[config.mk]
export PLATFORM = sky130hd
export DESIGN_NAME = usc_top
export DESIGN_NICKNAME = d
export VERILOG_FILES = /design/src/rtl/usc_shift.v /design/src/rtl/usc_sync.v /design/src/rtl/usc_top.v
export VERILOG_INCLUDE_DIRS = /design/src /design/src/common
export SDC_FILE = /design/constraint.sdc
export NUM_CORES = 1
export LEC_CHECK = 0
export ABC_AREA = 0
export BUFFER_PORTS_ARGS = -buffer_cell sky130_fd_sc_hd__buf_2
export CORE_ASPECT_RATIO = 1.1
export CORE_MARGIN = 2
export CORE_UTILIZATION = 51
export CTS_CLUSTER_DIAMETER = 150
export DETAILED_ROUTE_END_ITERATION = 8
export PLACE_DENSITY = 0.8
export SLEW_MARGIN = 0
export SYNTH_ARGS = -nofsm -noshare
export SYNTH_HDL_FRONTEND = slang
export SYNTH_SLANG_ARGS = --single-unit
export TNS_END_PERCENT = 20
[constraint.sdc]
create_clock -name aclk -period 1.9 [get_ports aclk]
set_input_delay 0.38 -clock aclk [delete_from_list [all_inputs] [get_ports aclk]]
set_output_delay 0.38 -clock aclk [all_outputs]
set_load 0.02 [all_outputs]
[src/common/usc_map.vh]
// register map, field positions and reset values of the serial control block
`ifndef USC_MAP_VH
`define USC_MAP_VH

// register byte offsets
`define USC_OFF_CTRL      4'h0
`define USC_OFF_STAT      4'h4
`define USC_OFF_DATA      4'h8
`define USC_OFF_PORT      4'hc

// control register fields
`define USC_CTRL_SIE      7
`define USC_CTRL_OIE      6
`define USC_CTRL_WM_HI    5
`define USC_CTRL_WM_LO    4
`define USC_CTRL_CS1      3
`define USC_CTRL_CS0      2
`define USC_CTRL_CLK      1
`define USC_CTRL_TC       0
`define USC_CTRL_RST      8'h00
`define USC_CTRL_RMASK    8'hfc

// status register fields
`define USC_STAT_SIF      7
`define USC_STAT_OIF      6

// port register fields
`define USC_PORT_DO       0
`define USC_PORT_SDA      1
`define USC_PORT_SCL      2
`define USC_PORT_DDR_DO   4
`define USC_PORT_DDR_SDA  5
`define USC_PORT_DDR_SCL  6
`define USC_PORT_RST      8'h00

// wire modes
`define USC_WM_OFF        2'h0
`define USC_WM_THREE      2'h1
`define USC_WM_TWO        2'h2
`define USC_WM_TWO_HOLD   2'h3

// axi answers
`define USC_RESP_OKAY     2'h0
`define USC_RESP_SLVERR   2'h2

`endif

[src/rtl/usc_shift.v]
// 8-bit shift register and 4-bit counter of the serial unit
`timescale 1ns/1ps
`default_nettype none

module usc_shift (
	input  wire       aclk,
	input  wire       aresetn,
	input  wire       shift_en,
	input  wire       shift_in,
	input  wire       load,
	input  wire [7:0] load_data,
	input  wire       cnt_inc,
	input  wire       cnt_load,
	input  wire [3:0] cnt_data,
	output reg  [7:0] data,
	output reg  [3:0] cnt,
	output wire       wrap
);

// counter wraps from 15 to 0 on an increment not overridden by a load
assign wrap = cnt_inc & ~cnt_load & (cnt == 4'hf);

// a software write wins over a shift in the same cycle
always @(posedge aclk) begin
	if (!aresetn) begin
		data <= 8'h00;
	end else if (load) begin
		data <= load_data;
	end else if (shift_en) begin
		data <= {data[6:0], shift_in};
	end
end

// counter, software load wins over an increment
always @(posedge aclk) begin
	if (!aresetn) begin
		cnt <= 4'h0;
	end else if (cnt_load) begin
		cnt <= cnt_data;
	end else if (cnt_inc) begin
		cnt <= cnt + 4'h1;
	end
end

endmodule

`default_nettype wire

[src/rtl/usc_sync.v]
// two flip-flop synchroniser for the serial pin inputs
`timescale 1ns/1ps
`default_nettype none

module usc_sync #(
	parameter WIDTH = 2
) (
	input  wire             aclk,
	input  wire             aresetn,
	input  wire [WIDTH-1:0] async_in,
	output reg  [WIDTH-1:0] sync_out
);

reg [WIDTH-1:0] meta;

// first stage feeds only the second stage
always @(posedge aclk) begin
	if (!aresetn) begin
		meta     <= {WIDTH{1'b0}};
		sync_out <= {WIDTH{1'b0}};
	end else begin
		meta     <= async_in;
		sync_out <= meta;
	end
end

endmodule

`default_nettype wire

[src/rtl/usc_top.v]
// serial unit control: register slave, clocking, pin drive and flags
`timescale 1ns/1ps
`default_nettype none
`include "usc_map.vh"

module usc_top (
	input  wire        aclk,
	input  wire        aresetn,
	input  wire [3:0]  s_axi_awaddr,
	input  wire        s_axi_awvalid,
	output reg         s_axi_awready,
	input  wire [31:0] s_axi_wdata,
	input  wire [3:0]  s_axi_wstrb,
	input  wire        s_axi_wvalid,
	output reg         s_axi_wready,
	output reg  [1:0]  s_axi_bresp,
	output reg         s_axi_bvalid,
	input  wire        s_axi_bready,
	input  wire [3:0]  s_axi_araddr,
	input  wire        s_axi_arvalid,
	output reg         s_axi_arready,
	output reg  [31:0] s_axi_rdata,
	output reg  [1:0]  s_axi_rresp,
	output reg         s_axi_rvalid,
	input  wire        s_axi_rready,
	input  wire        global_irq_enable,
	input  wire        timer0_overflow,
	input  wire        serial_data_in_pin_i,
	output reg         serial_data_in_pin_o,
	output reg         serial_data_in_pin_oe,
	output reg         serial_data_in_pullup,
	input  wire        serial_clock_pin_i,
	output reg         serial_clock_pin_o,
	output reg         serial_clock_pin_oe,
	output reg         serial_clock_pullup,
	output reg         data_out_pin_o,
	output reg         data_out_pin_oe,
	output reg         data_out_pullup,
	output reg         start_irq,
	output reg         overflow_irq
);

////////////////////////////////////////////////////////////////////////////////
// state

reg  [7:0] serial_unit_control;
reg        clock_strobe_bit;
reg        start_flag;
reg        counter_overflow_flag;
reg  [7:0] port_reg;
reg  [3:0] aw_addr;
reg        aw_held;
reg [31:0] w_data;
reg  [3:0] w_strb;
reg        w_held;
reg        sda_prev;
reg        scl_prev;
reg        out_latch;
wire [1:0] pins_sync;
wire       sda_s;
wire       scl_s;
wire [7:0] shift_data_register;
wire [3:0] cnt;
wire       wrap;

////////////////////////////////////////////////////////////////////////////////
// decoded fields

wire [1:0] wire_mode_select = serial_unit_control[5:4];
wire [1:0] clock_source_select = serial_unit_control[3:2];
wire       ext_clk = clock_source_select[1];
wire       two_wire = wire_mode_select[1];
wire       three_wire = (wire_mode_select == `USC_WM_THREE);
wire       port_do = port_reg[`USC_PORT_DO];
wire       port_sda = port_reg[`USC_PORT_SDA];
wire       port_scl = port_reg[`USC_PORT_SCL];
wire       ddr_do = port_reg[`USC_PORT_DDR_DO];
wire       ddr_sda = port_reg[`USC_PORT_DDR_SDA];
wire       clock_pin_direction_bit = port_reg[`USC_PORT_DDR_SCL];

////////////////////////////////////////////////////////////////////////////////
// bus write path

wire do_write = aw_held & w_held & ~s_axi_bvalid;
wire wr_lane0 = do_write & w_strb[0];
wire wr_ctrl = wr_lane0 & (aw_addr == `USC_OFF_CTRL);
wire wr_stat = wr_lane0 & (aw_addr == `USC_OFF_STAT);
wire wr_data = wr_lane0 & (aw_addr == `USC_OFF_DATA);
wire wr_port = wr_lane0 & (aw_addr == `USC_OFF_PORT);
wire wr_mapped = (aw_addr == `USC_OFF_CTRL) | (aw_addr == `USC_OFF_STAT) |
	(aw_addr == `USC_OFF_DATA) | (aw_addr == `USC_OFF_PORT);
wire [7:0] wbyte = w_data[7:0];

// address and data are taken in either order, answered once both are held
always @(posedge aclk) begin
	if (!aresetn) begin
		aw_held       <= 1'b0;
		w_held        <= 1'b0;
		aw_addr       <= 4'h0;
		w_data        <= 32'h0000_0000;
		w_strb        <= 4'h0;
		s_axi_awready <= 1'b0;
		s_axi_wready  <= 1'b0;
		s_axi_bvalid  <= 1'b0;
		s_axi_bresp   <= `USC_RESP_OKAY;
	end else begin
		s_axi_awready <= ~aw_held & ~s_axi_bvalid &
			~(s_axi_awvalid & s_axi_awready);
		s_axi_wready  <= ~w_held & ~s_axi_bvalid &
			~(s_axi_wvalid & s_axi_wready);
		if (s_axi_awvalid & s_axi_awready) begin
			aw_held <= 1'b1;
			aw_addr <= {s_axi_awaddr[3:2], 2'b00};
		end
		if (s_axi_wvalid & s_axi_wready) begin
			w_held <= 1'b1;
			w_data <= s_axi_wdata;
			w_strb <= s_axi_wstrb;
		end
		if (do_write) begin
			aw_held      <= 1'b0;
			w_held       <= 1'b0;
			s_axi_bvalid <= 1'b1;
			s_axi_bresp  <= wr_mapped ? `USC_RESP_OKAY : `USC_RESP_SLVERR;
		end else if (s_axi_bvalid & s_axi_bready) begin
			s_axi_bvalid <= 1'b0;
		end
	end
end

////////////////////////////////////////////////////////////////////////////////
// bus read path

reg [7:0] rd_byte;
reg       rd_ok;

// read mux, strobe bits and unused status bits read as zero
always @* begin
	rd_ok   = 1'b1;
	rd_byte = 8'h00;
	case ({s_axi_araddr[3:2], 2'b00})
	`USC_OFF_CTRL: rd_byte = serial_unit_control & `USC_CTRL_RMASK;
	`USC_OFF_STAT: rd_byte = {start_flag, counter_overflow_flag, 2'b00, cnt};
	`USC_OFF_DATA: rd_byte = shift_data_register;
	`USC_OFF_PORT: rd_byte = port_reg;
	default: rd_ok = 1'b0;
	endcase
end

// one read at a time, answered the cycle after the address is taken
always @(posedge aclk) begin
	if (!aresetn) begin
		s_axi_arready <= 1'b0;
		s_axi_rvalid  <= 1'b0;
		s_axi_rdata   <= 32'h0000_0000;
		s_axi_rresp   <= `USC_RESP_OKAY;
	end else begin
		s_axi_arready <= ~s_axi_rvalid & ~(s_axi_arvalid & s_axi_arready);
		if (s_axi_arvalid & s_axi_arready) begin
			s_axi_rvalid <= 1'b1;
			s_axi_rdata  <= {24'h00_0000, rd_byte};
			s_axi_rresp  <= rd_ok ? `USC_RESP_OKAY : `USC_RESP_SLVERR;
		end else if (s_axi_rvalid & s_axi_rready) begin
			s_axi_rvalid <= 1'b0;
		end
	end
end

////////////////////////////////////////////////////////////////////////////////
// control and port registers

// strobe bits are never stored into the readable control image
wire clk_strobe = wr_ctrl & wbyte[`USC_CTRL_CLK];
wire tc_strobe = wr_ctrl & wbyte[`USC_CTRL_TC];

always @(posedge aclk) begin
	if (!aresetn) begin
		serial_unit_control <= `USC_CTRL_RST;
		clock_strobe_bit    <= 1'b0;
		port_reg            <= `USC_PORT_RST;
	end else begin
		if (wr_ctrl) begin
			serial_unit_control <= wbyte & `USC_CTRL_RMASK;
			clock_strobe_bit    <= wbyte[`USC_CTRL_CLK];
		end
		if (wr_port) begin
			port_reg <= wbyte;
		end
		if (tc_strobe) begin
			// toggle ignores direction; pin shows it only as output
			port_reg[`USC_PORT_SCL] <= ~port_scl;
		end
	end
end

////////////////////////////////////////////////////////////////////////////////
// pin inputs, always live whatever the wire mode

usc_sync #(
	.WIDTH    (2)
) u_sync (
	.aclk     (aclk),
	.aresetn  (aresetn),
	.async_in ({serial_clock_pin_i, serial_data_in_pin_i}),
	.sync_out (pins_sync)
);

assign sda_s = pins_sync[0];
assign scl_s = pins_sync[1];

// previous synchronised levels for edge detection
always @(posedge aclk) begin
	if (!aresetn) begin
		sda_prev <= 1'b1;
		scl_prev <= 1'b0;
	end else begin
		sda_prev <= sda_s;
		scl_prev <= scl_s;
	end
end

wire scl_rise = scl_s & ~scl_prev;
wire scl_fall = ~scl_s & scl_prev;

////////////////////////////////////////////////////////////////////////////////
// clock source selection

wire new_cs1 = wbyte[`USC_CTRL_CS1];
wire sw_strobe = clk_strobe & ~new_cs1 & ~wbyte[`USC_CTRL_CS0];
wire sel_sw = (clock_source_select == 2'b00);
wire sel_timer = (clock_source_select == 2'b01);
wire ext_edge = clock_source_select[0] ? scl_fall : scl_rise;

// shift enable: strobe, timer overflow or the selected external edge
wire shift_en = (sw_strobe & sel_sw) |
	(sel_timer & timer0_overflow) |
	(ext_clk & ext_edge);

// counter: both external edges, or toggle strobe when strobe bit is set
wire cnt_inc = (sw_strobe & sel_sw) |
	(sel_timer & timer0_overflow) |
	(ext_clk & ~clock_strobe_bit & (scl_rise | scl_fall)) |
	(ext_clk & clock_strobe_bit & tc_strobe);

usc_shift u_shift (
	.aclk      (aclk),
	.aresetn   (aresetn),
	.shift_en  (shift_en),
	.shift_in  (sda_s),
	.load      (wr_data),
	.load_data (wbyte),
	.cnt_inc   (cnt_inc),
	.cnt_load  (wr_stat),
	.cnt_data  (wbyte[3:0]),
	.data      (shift_data_register),
	.cnt       (cnt),
	.wrap      (wrap)
);

////////////////////////////////////////////////////////////////////////////////
// output latch

// open while the clock sits before its sampling edge, always when internal
wire latch_open = ~ext_clk | (scl_s == clock_source_select[0]);

always @(posedge aclk) begin
	if (!aresetn) begin
		out_latch <= 1'b0;
	end else if (latch_open) begin
		out_latch <= shift_data_register[7];
	end
end

////////////////////////////////////////////////////////////////////////////////
// start detector and flags

// start: data falls while clock is high, two-wire mode only
wire start_cond = two_wire & sda_prev & ~sda_s & scl_s & scl_prev;
// with outputs off or three-wire and the strobe bit clear, any edge of an external clock sets it
wire edge_set = ~two_wire & ext_clk & ~clock_strobe_bit &
	(scl_rise | scl_fall);
wire start_set = start_cond | edge_set;

// hardware set wins over a software clear in the same cycle
always @(posedge aclk) begin
	if (!aresetn) begin
		start_flag            <= 1'b0;
		counter_overflow_flag <= 1'b0;
	end else begin
		if (start_set) begin
			start_flag <= 1'b1;
		end else if (wr_stat & wbyte[`USC_STAT_SIF]) begin
			start_flag <= 1'b0;
		end
		if (wrap) begin
			counter_overflow_flag <= 1'b1;
		end else if (wr_stat & wbyte[`USC_STAT_OIF]) begin
			counter_overflow_flag <= 1'b0;
		end
	end
end

////////////////////////////////////////////////////////////////////////////////
// pin drive

reg next_sda_o;
reg next_sda_oe;
reg next_sda_pu;
reg next_scl_o;
reg next_scl_oe;
reg next_scl_pu;
reg next_do_o;
reg next_do_oe;
reg next_do_pu;

wire scl_hold = (two_wire & start_flag) |
	((wire_mode_select == `USC_WM_TWO_HOLD) & counter_overflow_flag);

// wire mode shapes only the drivers, never the inputs
always @* begin
	// plain port behaviour by default
	next_sda_o  = port_sda;
	next_sda_oe = ddr_sda;
	next_sda_pu = ~ddr_sda & port_sda;
	next_scl_o  = port_scl;
	next_scl_oe = clock_pin_direction_bit;
	next_scl_pu = ~clock_pin_direction_bit & port_scl;
	next_do_o   = port_do;
	next_do_oe  = ddr_do;
	next_do_pu  = ~ddr_do & port_do;
	if (three_wire) begin
		next_do_o = out_latch;
	end
	if (two_wire) begin
		// open collector: drive only low, enabled by direction bits
		next_sda_o  = 1'b0;
		next_sda_oe = ddr_sda & (~out_latch | ~port_sda);
		next_sda_pu = 1'b0;
		next_scl_o  = 1'b0;
		next_scl_oe = clock_pin_direction_bit &
			(~port_scl | scl_hold);
		next_scl_pu = 1'b0;
	end
end

always @(posedge aclk) begin
	if (!aresetn) begin
		serial_data_in_pin_o  <= 1'b0;
		serial_data_in_pin_oe <= 1'b0;
		serial_data_in_pullup <= 1'b0;
		serial_clock_pin_o    <= 1'b0;
		serial_clock_pin_oe   <= 1'b0;
		serial_clock_pullup   <= 1'b0;
		data_out_pin_o        <= 1'b0;
		data_out_pin_oe       <= 1'b0;
		data_out_pullup       <= 1'b0;
	end else begin
		serial_data_in_pin_o  <= next_sda_o;
		serial_data_in_pin_oe <= next_sda_oe;
		serial_data_in_pullup <= next_sda_pu;
		serial_clock_pin_o    <= next_scl_o;
		serial_clock_pin_oe   <= next_scl_oe;
		serial_clock_pullup   <= next_scl_pu;
		data_out_pin_o        <= next_do_o;
		data_out_pin_oe       <= next_do_oe;
		data_out_pullup       <= next_do_pu;
	end
end

////////////////////////////////////////////////////////////////////////////////
// interrupt requests, level while flag, enable and global enable hold

always @(posedge aclk) begin
	if (!aresetn) begin
		start_irq    <= 1'b0;
		overflow_irq <= 1'b0;
	end else begin
		start_irq <= start_flag & global_irq_enable &
			serial_unit_control[`USC_CTRL_SIE];
		overflow_irq <= counter_overflow_flag & global_irq_enable &
			serial_unit_control[`USC_CTRL_OIE];
	end
end

endmodule

`default_nettype wire

After elaboration in Yosys (flattened, before gate mapping):

Cells that the tools add are included.

* register bits after elaboration: 75
* input port bits: 55
* output and inout port bits: 52
* logic and storage cells: 168

* $add $sub $neg: 1
* eq/ne operators: 11
* muxes and demuxes: 20
* bitwise operators: 88
* reductions and logical operators: 12

Operators with widths (count)
* bitwise AND 1 bit: 52
* one-hot mux 8 bit (4 select lines): 1
* inverter 1 bit: 23
* two-way mux 8 bit: 2
* nonzero test 2 bit: 7
* two-way mux 1 bit: 13
* bitwise OR 1 bit: 13
* equality test 2 bit (second input constant): 5
* equality test 2 x 1 -> 1 bit (second input constant): 4
* two-way mux 4 bit: 2
* adder 4 x 1 -> 4 bit (second input constant): 1
* equality test 4 bit (second input constant): 1
* logical NOT 2 bit: 2
* logical NOT 4 bit: 1
* OR reduction 2 bit: 2
* two-way mux 3 bit: 1
* two-way mux 2 bit: 1
* equality test 1 bit: 1

Longest topological paths before layout:

* depth after elaboration: 14
* depth in mapped cells: 8
* mapped depth without buffers: 7

Hierarchy:

A second synthesis with hierarchy kept.

* cell total of the unflattened synthesis: 371
* area total of the unflattened synthesis: 3278.1 µm²

By module, submodules not included
* usc_top: times used 1, cells an instance 296, area an instance 2587.5 µm², seq. area each 1161.1 µm²
* usc_shift: times used 1, cells an instance 67, area an instance 585.6 µm², seq. area each 240.2 µm²
* usc_sync: times used 1, cells an instance 8, area an instance 105.1 µm², seq. area each 80.1 µm²

Worst setup path before layout:

OpenSTA, ideal clock, no wires.

* kind: register to register
* start point: register s_axi_bvalid
* end point: register u_shift.data[0]
* library setup time: 0.116 ns
* arrival time: 1.570 ns
* data required time: 1.784 ns
* slack: 0.214 ns
* cell stages (with the launch flop): 7
* buffers on the path: 2
* clock period less this slack: 1.686 ns
* cell sequence: dfxtp_1 > nand4b_4 > nor3_1 > buf_6 > a211o_2 > buf_6 > o211a_1

* word-level cells in the longest chain between the ends: 11
* elaborated cells on any way between the ends: 13
* classes of those cells: mux (1); bitwise (11); reduce/logical (1)

Ends and longest elaborated chain
* from (decl): RTL line usc_top.v:17 `output reg s_axi_bvalid,`
* from (signal assigned): RTL line usc_top.v:104 `s_axi_bvalid <= 1'b0;`
* from (signal assigned): RTL line usc_top.v:123 `s_axi_bvalid <= 1'b1;`
* from (signal assigned): RTL line usc_top.v:126 `s_axi_bvalid <= 1'b0;`
* inverter 1 bit (*): RTL line usc_top.v:84 `wire do_write = aw_held & w_held & ~s_axi_bvalid;`
* bitwise AND 1 bit (*): RTL line usc_top.v:84
* bitwise AND 1 bit (*): RTL line usc_top.v:85 `wire wr_lane0 = do_write & w_strb[0];`
* bitwise AND 1 bit: RTL line usc_top.v:86 `` wire wr_ctrl = wr_lane0 & (aw_addr == `USC_OFF_CTRL); ``
* bitwise AND 1 bit: RTL line usc_top.v:173 `` wire clk_strobe = wr_ctrl & wbyte[`USC_CTRL_CLK]; ``
* bitwise AND 1 bit (2 in series): RTL line usc_top.v:229 `` wire sw_strobe = clk_strobe & ~new_cs1 & ~wbyte[`USC_CTRL_CS0]; ``
* bitwise AND 1 bit: RTL line usc_top.v:235 `wire shift_en = (sw_strobe & sel_sw) |`
* bitwise OR 1 bit: RTL line usc_top.v:235
* bitwise OR 1 bit: RTL line usc_top.v:236 `(sel_timer & timer0_overflow) |`
* nonzero test 2 bit (no source line)
* to (signal assigned): RTL line usc_shift.v:28 `data <= load_data;`
* to (signal assigned): RTL line usc_shift.v:30 `data <= {data[6:0], shift_in};`
* to (decl): RTL line usc_shift.v:15 `output reg [7:0] data,`

Every way passes the cells marked *; elsewhere a longest branch is shown, timed or not.
A chain may end at the register's enable or synchronous reset.

Worst setup path after layout:

* start point: register serial_unit_control[3]
* end point: register u_shift.cnt[1]

* word-level cells in the longest chain between the ends: 6
* elaborated cells on any way between the ends: 12
* classes of those cells: eq/ne (1); bitwise (9); reduce/logical (2)

Ends and longest elaborated chain
* from (decl): RTL line usc_top.v:46 `reg [7:0] serial_unit_control;`
* from (signal assigned): RTL line usc_top.v:178 `` serial_unit_control <= `USC_CTRL_RST; ``
* from (signal assigned): RTL line usc_top.v:183 `` serial_unit_control <= wbyte & `USC_CTRL_RMASK; ``
* equality test 2 x 1 -> 1 bit or logical NOT 2 bit (tied branches): RTL line usc_top.v:231, usc_top.v:230
* bitwise AND 1 bit, on equally long branches: RTL line usc_top.v:241, usc_top.v:240
* bitwise OR 1 bit: RTL line usc_top.v:240 `wire cnt_inc = (sw_strobe & sel_sw) |`
* bitwise OR 1 bit: RTL line usc_top.v:241 `(sel_timer & timer0_overflow) |`
* bitwise OR 1 bit (*): RTL line usc_top.v:242 `(ext_clk & ~clock_strobe_bit & (scl_rise | scl_fall)) |`
* nonzero test 2 bit (no source line) (*)
* to (signal assigned): RTL line usc_shift.v:39 `cnt <= cnt_data;`
* to (signal assigned): RTL line usc_shift.v:41 `cnt <= cnt + 4'h1;`
* to (decl): RTL line usc_shift.v:16 `output reg [3:0] cnt,`

Marks and branches as above.

==> metrics.cfg <==
[die]
ioPinCount=107
rows=31
dieArea_um2=7250
die_x_um=81.4
die_h_um=89.1
core_um2=6480
start_util_pct=51.8

[route]
dr_total_vias=2472
postRouteAntennaNets=0
drt-initial-drc-count=81
wl_per_cell_um=13.7
via_per_inst=5.14
firstDrtPassIters=4
drt-total-wl_um=6600
drcViolationCount=0

[global_route]
gr-usage-met2_pct=31.4
grt_util_met1_pct=23.6
use_met3_pct=4.04
gr-max-usage-layer=met2
grt_pass1_vias=2150
overflow=0
antenna_found_initial=0
grt_first_pass_wirelength_um=10300
grt_usage_pct=19.2
grt_max_degree=33

[sta]
finalCritPeriodShare_pct=91.1
fmax_mhz=578
rsz0062_at_grt=false
drv_slew=0
finalSetupViolCount=0
fin_worst_skew_ns=0.0113
setup_tns_ns=0
hold_viol=0
fin_crit_ns=1.73

[clock_network]
clock_latency_ns=0.35
cts_buffer_depth=2
cts_num_sinks=74
cts.clk_slew.worst_paths_ns=0.07
cts-root-buf=clkbuf_8
post-cts-setup-buffer-count=0
cts-resized-gates=0
h-tree-depth=3
cts-hold-fix-buffers=0
cts_buffers=9
cts_tree=built

[critical_path]
crit_path_max_incr_delay_ns=0.58
end_kind=register
reg2reg_to=u_shift.cnt[1]
ff2ff_setup_slack_ns=0.17
worstPathRequired_ns=2.13
cpLargestDelayFamily=compound AO/OA/AOI/OAI gates
arrival_ns=1.96
crit_slowest_cell=dfxtp_1
cp_cell_sequence=nor4_2 -> a32o_2 -> a221oi_4 -> mux2i_1 -> a21oi_1
critPathMaxFanout=10
crit_cells=5
reg2reg_depth=5
crit_type=register to register
path_buf_inv=0
crit_path_start_kind=register
r2r-start=serial_unit_control[3]

[power]
p_leak_nw=1.70
vdd_drop_max_mv=0.511
power_per_cell_area_nw_per_um2=777
clockPowerShare_pct=36.0
netSwitchingPower_uw=731
intPower_mw=2.16
swShare_pct=25.3
combinationalPowerShare_pct=8.1
seqPwrFrac_pct=55.9

[cells_and_area]
drive_above_1_share_pct=21.3
final_nets=454
utilization_pct=57.4
syn_to_final_growth_pct=10.8
antenna_cells=0

[yosys]
synth_area_um2=3360
ys_ff_latch=74
ys_seq_area_share_pct=44.1
syn_inst=349
ys_warn_count=0
postSynthAreaPerCell_um2=9.62
synth_cell_types=46

[place]
place_congestion=0.799
portBuffers=48
place_hpwl_um=4860

[hold_path]
hold_path_end=u_sync.meta[0]
hold_depth=2
hp-start=serial_data_in_pin_i
hp-class=input pin to register

[status]
status=finished, final reports clean

[flow_run]
cap_viol_max_count=0

## how the worst max path moves through the flow
stage,from,slack (ns),end
after detailed placement,serial_unit_control[3],0.15,u_shift.cnt[1]
after floorplan,s_axi_bvalid,0.21,u_shift.data[0]
after global routing,serial_unit_control[3],0.04,u_shift.cnt[1]
after global placement,serial_unit_control[3],0.21,u_shift.cnt[1]
after CTS,serial_unit_control[3],0.13,u_shift.cnt[1]
final,serial_unit_control[3],0.17,u_shift.cnt[1]
## stage by stage
stage	cell area (um^2)	hold WS (ns)	total power [mW]	setup slack (ns)	std cells
6_report	3720	0.242	2.89	0.169	481
2_1_floorplan	3460	0.412	1.86	0.214	375
4_1_cts	3720	0.237	2.91	0.134	481
5_1_grt	3720	0.244	3.00	0.0424	481
3_5_place_dp	3560	0.427	1.89	0.148	467
3_3_place_gp	3560	0.415	1.88	0.213	467
## placed cells by master (no fill, tap or decap), drive strengths merged, types with 6 or more instances in the layout
cell type	instances
buf	57
nor3b	6
and2	9
mux2i	18
inv	6
nor2b	14
clkbuf	11
nor2	6
nand2	61
conb	27
dfxtp	74
nand3	8
o211a	9
a21boi	27
## Yosys cell counts, drive strengths merged
library cell,count,area share [%]
a31oi,4,0.75
o21a,1,0.22
a222oi,1,0.30
nor4,2,0.56
buf,36,8.2
nand2b,4,0.75
or3,5,0.93
clkbuf,11,1.2
dfxtp,74,44
or4b,1,0.30
nor2b,14,2.6
xor2,1,0.26
nand2,61,6.8
o21ai,5,0.75
a211o,1,0.30
and4,2,0.52
nand3,8,1.2
and2,9,1.7
a32o,1,0.34
nand4b,1,0.71
inv,6,0.67
mux4,4,2.7
mux2i,18,5.4
a211oi,1,0.22
conb,1,0.11
nand4,1,0.19
a221oi,5,1.8
nor3b,6,1.5
nand3b,1,0.22
o211a,9,2.7
mux2,4,1.3
and3b,1,0.26
nor3,5,1.1
nor2,6,0.67
ha,3,1.1
a21oi,5,0.75
a21boi,27,6.0
and3,4,0.75
## worst register-to-register path, delay by kind of cell, from the launching register on
kind	cells	cell delay (ns)
AND/OR/NAND/NOR	1	0.09
AO/OA/AOI/OAI	3	0.72
flip-flops	1	0.58
multiplexers	1	0.22
## area by class of cell
class                   instances  area (um^2)
multi-input cells             248         1630
clock inverters                 3         17.5
flip-flops and latches         74         1480
clock buffers                  11          141
repair buffers                 57          320
inverters                       6         22.5
fillers                       548         2760
well taps                      82          103
## power groups by stage
stage | clock network (mW) | registers [mW] | logic [mW]
after floorplan | 0 | 1.66 | 0.191
after global placement | 0 | 1.65 | 0.230
after detailed placement | 0 | 1.65 | 0.234
after CTS | 1.05 | 1.62 | 0.234
after global routing | 1.12 | 1.62 | 0.258
final | 1.04 | 1.62 | 0.234
## cells by family (layout without fill, tap and decap cells)
group	after synthesis	in the layout	share of synthesized area [%]
adders and majority gates	3	3	1.12
muxes	26	26	9.39
xor gates and xnor gates	1	1	0.261
and+or+nand+nor	131	131	20.7
AOI/OAI and AO/OA	60	60	14.2
DFF	74	74	44.1
other	1	27	0.112
buffers and inverters	53	77	10.1
## layer usage
metal / share of wire, % / wire length (um)
met5: 0 / 0
met4: 2.8 / 184
met3: 4.9 / 323
met1: 45 / 2950
met2: 48 / 3130
(Power assumes the default switching activity.)
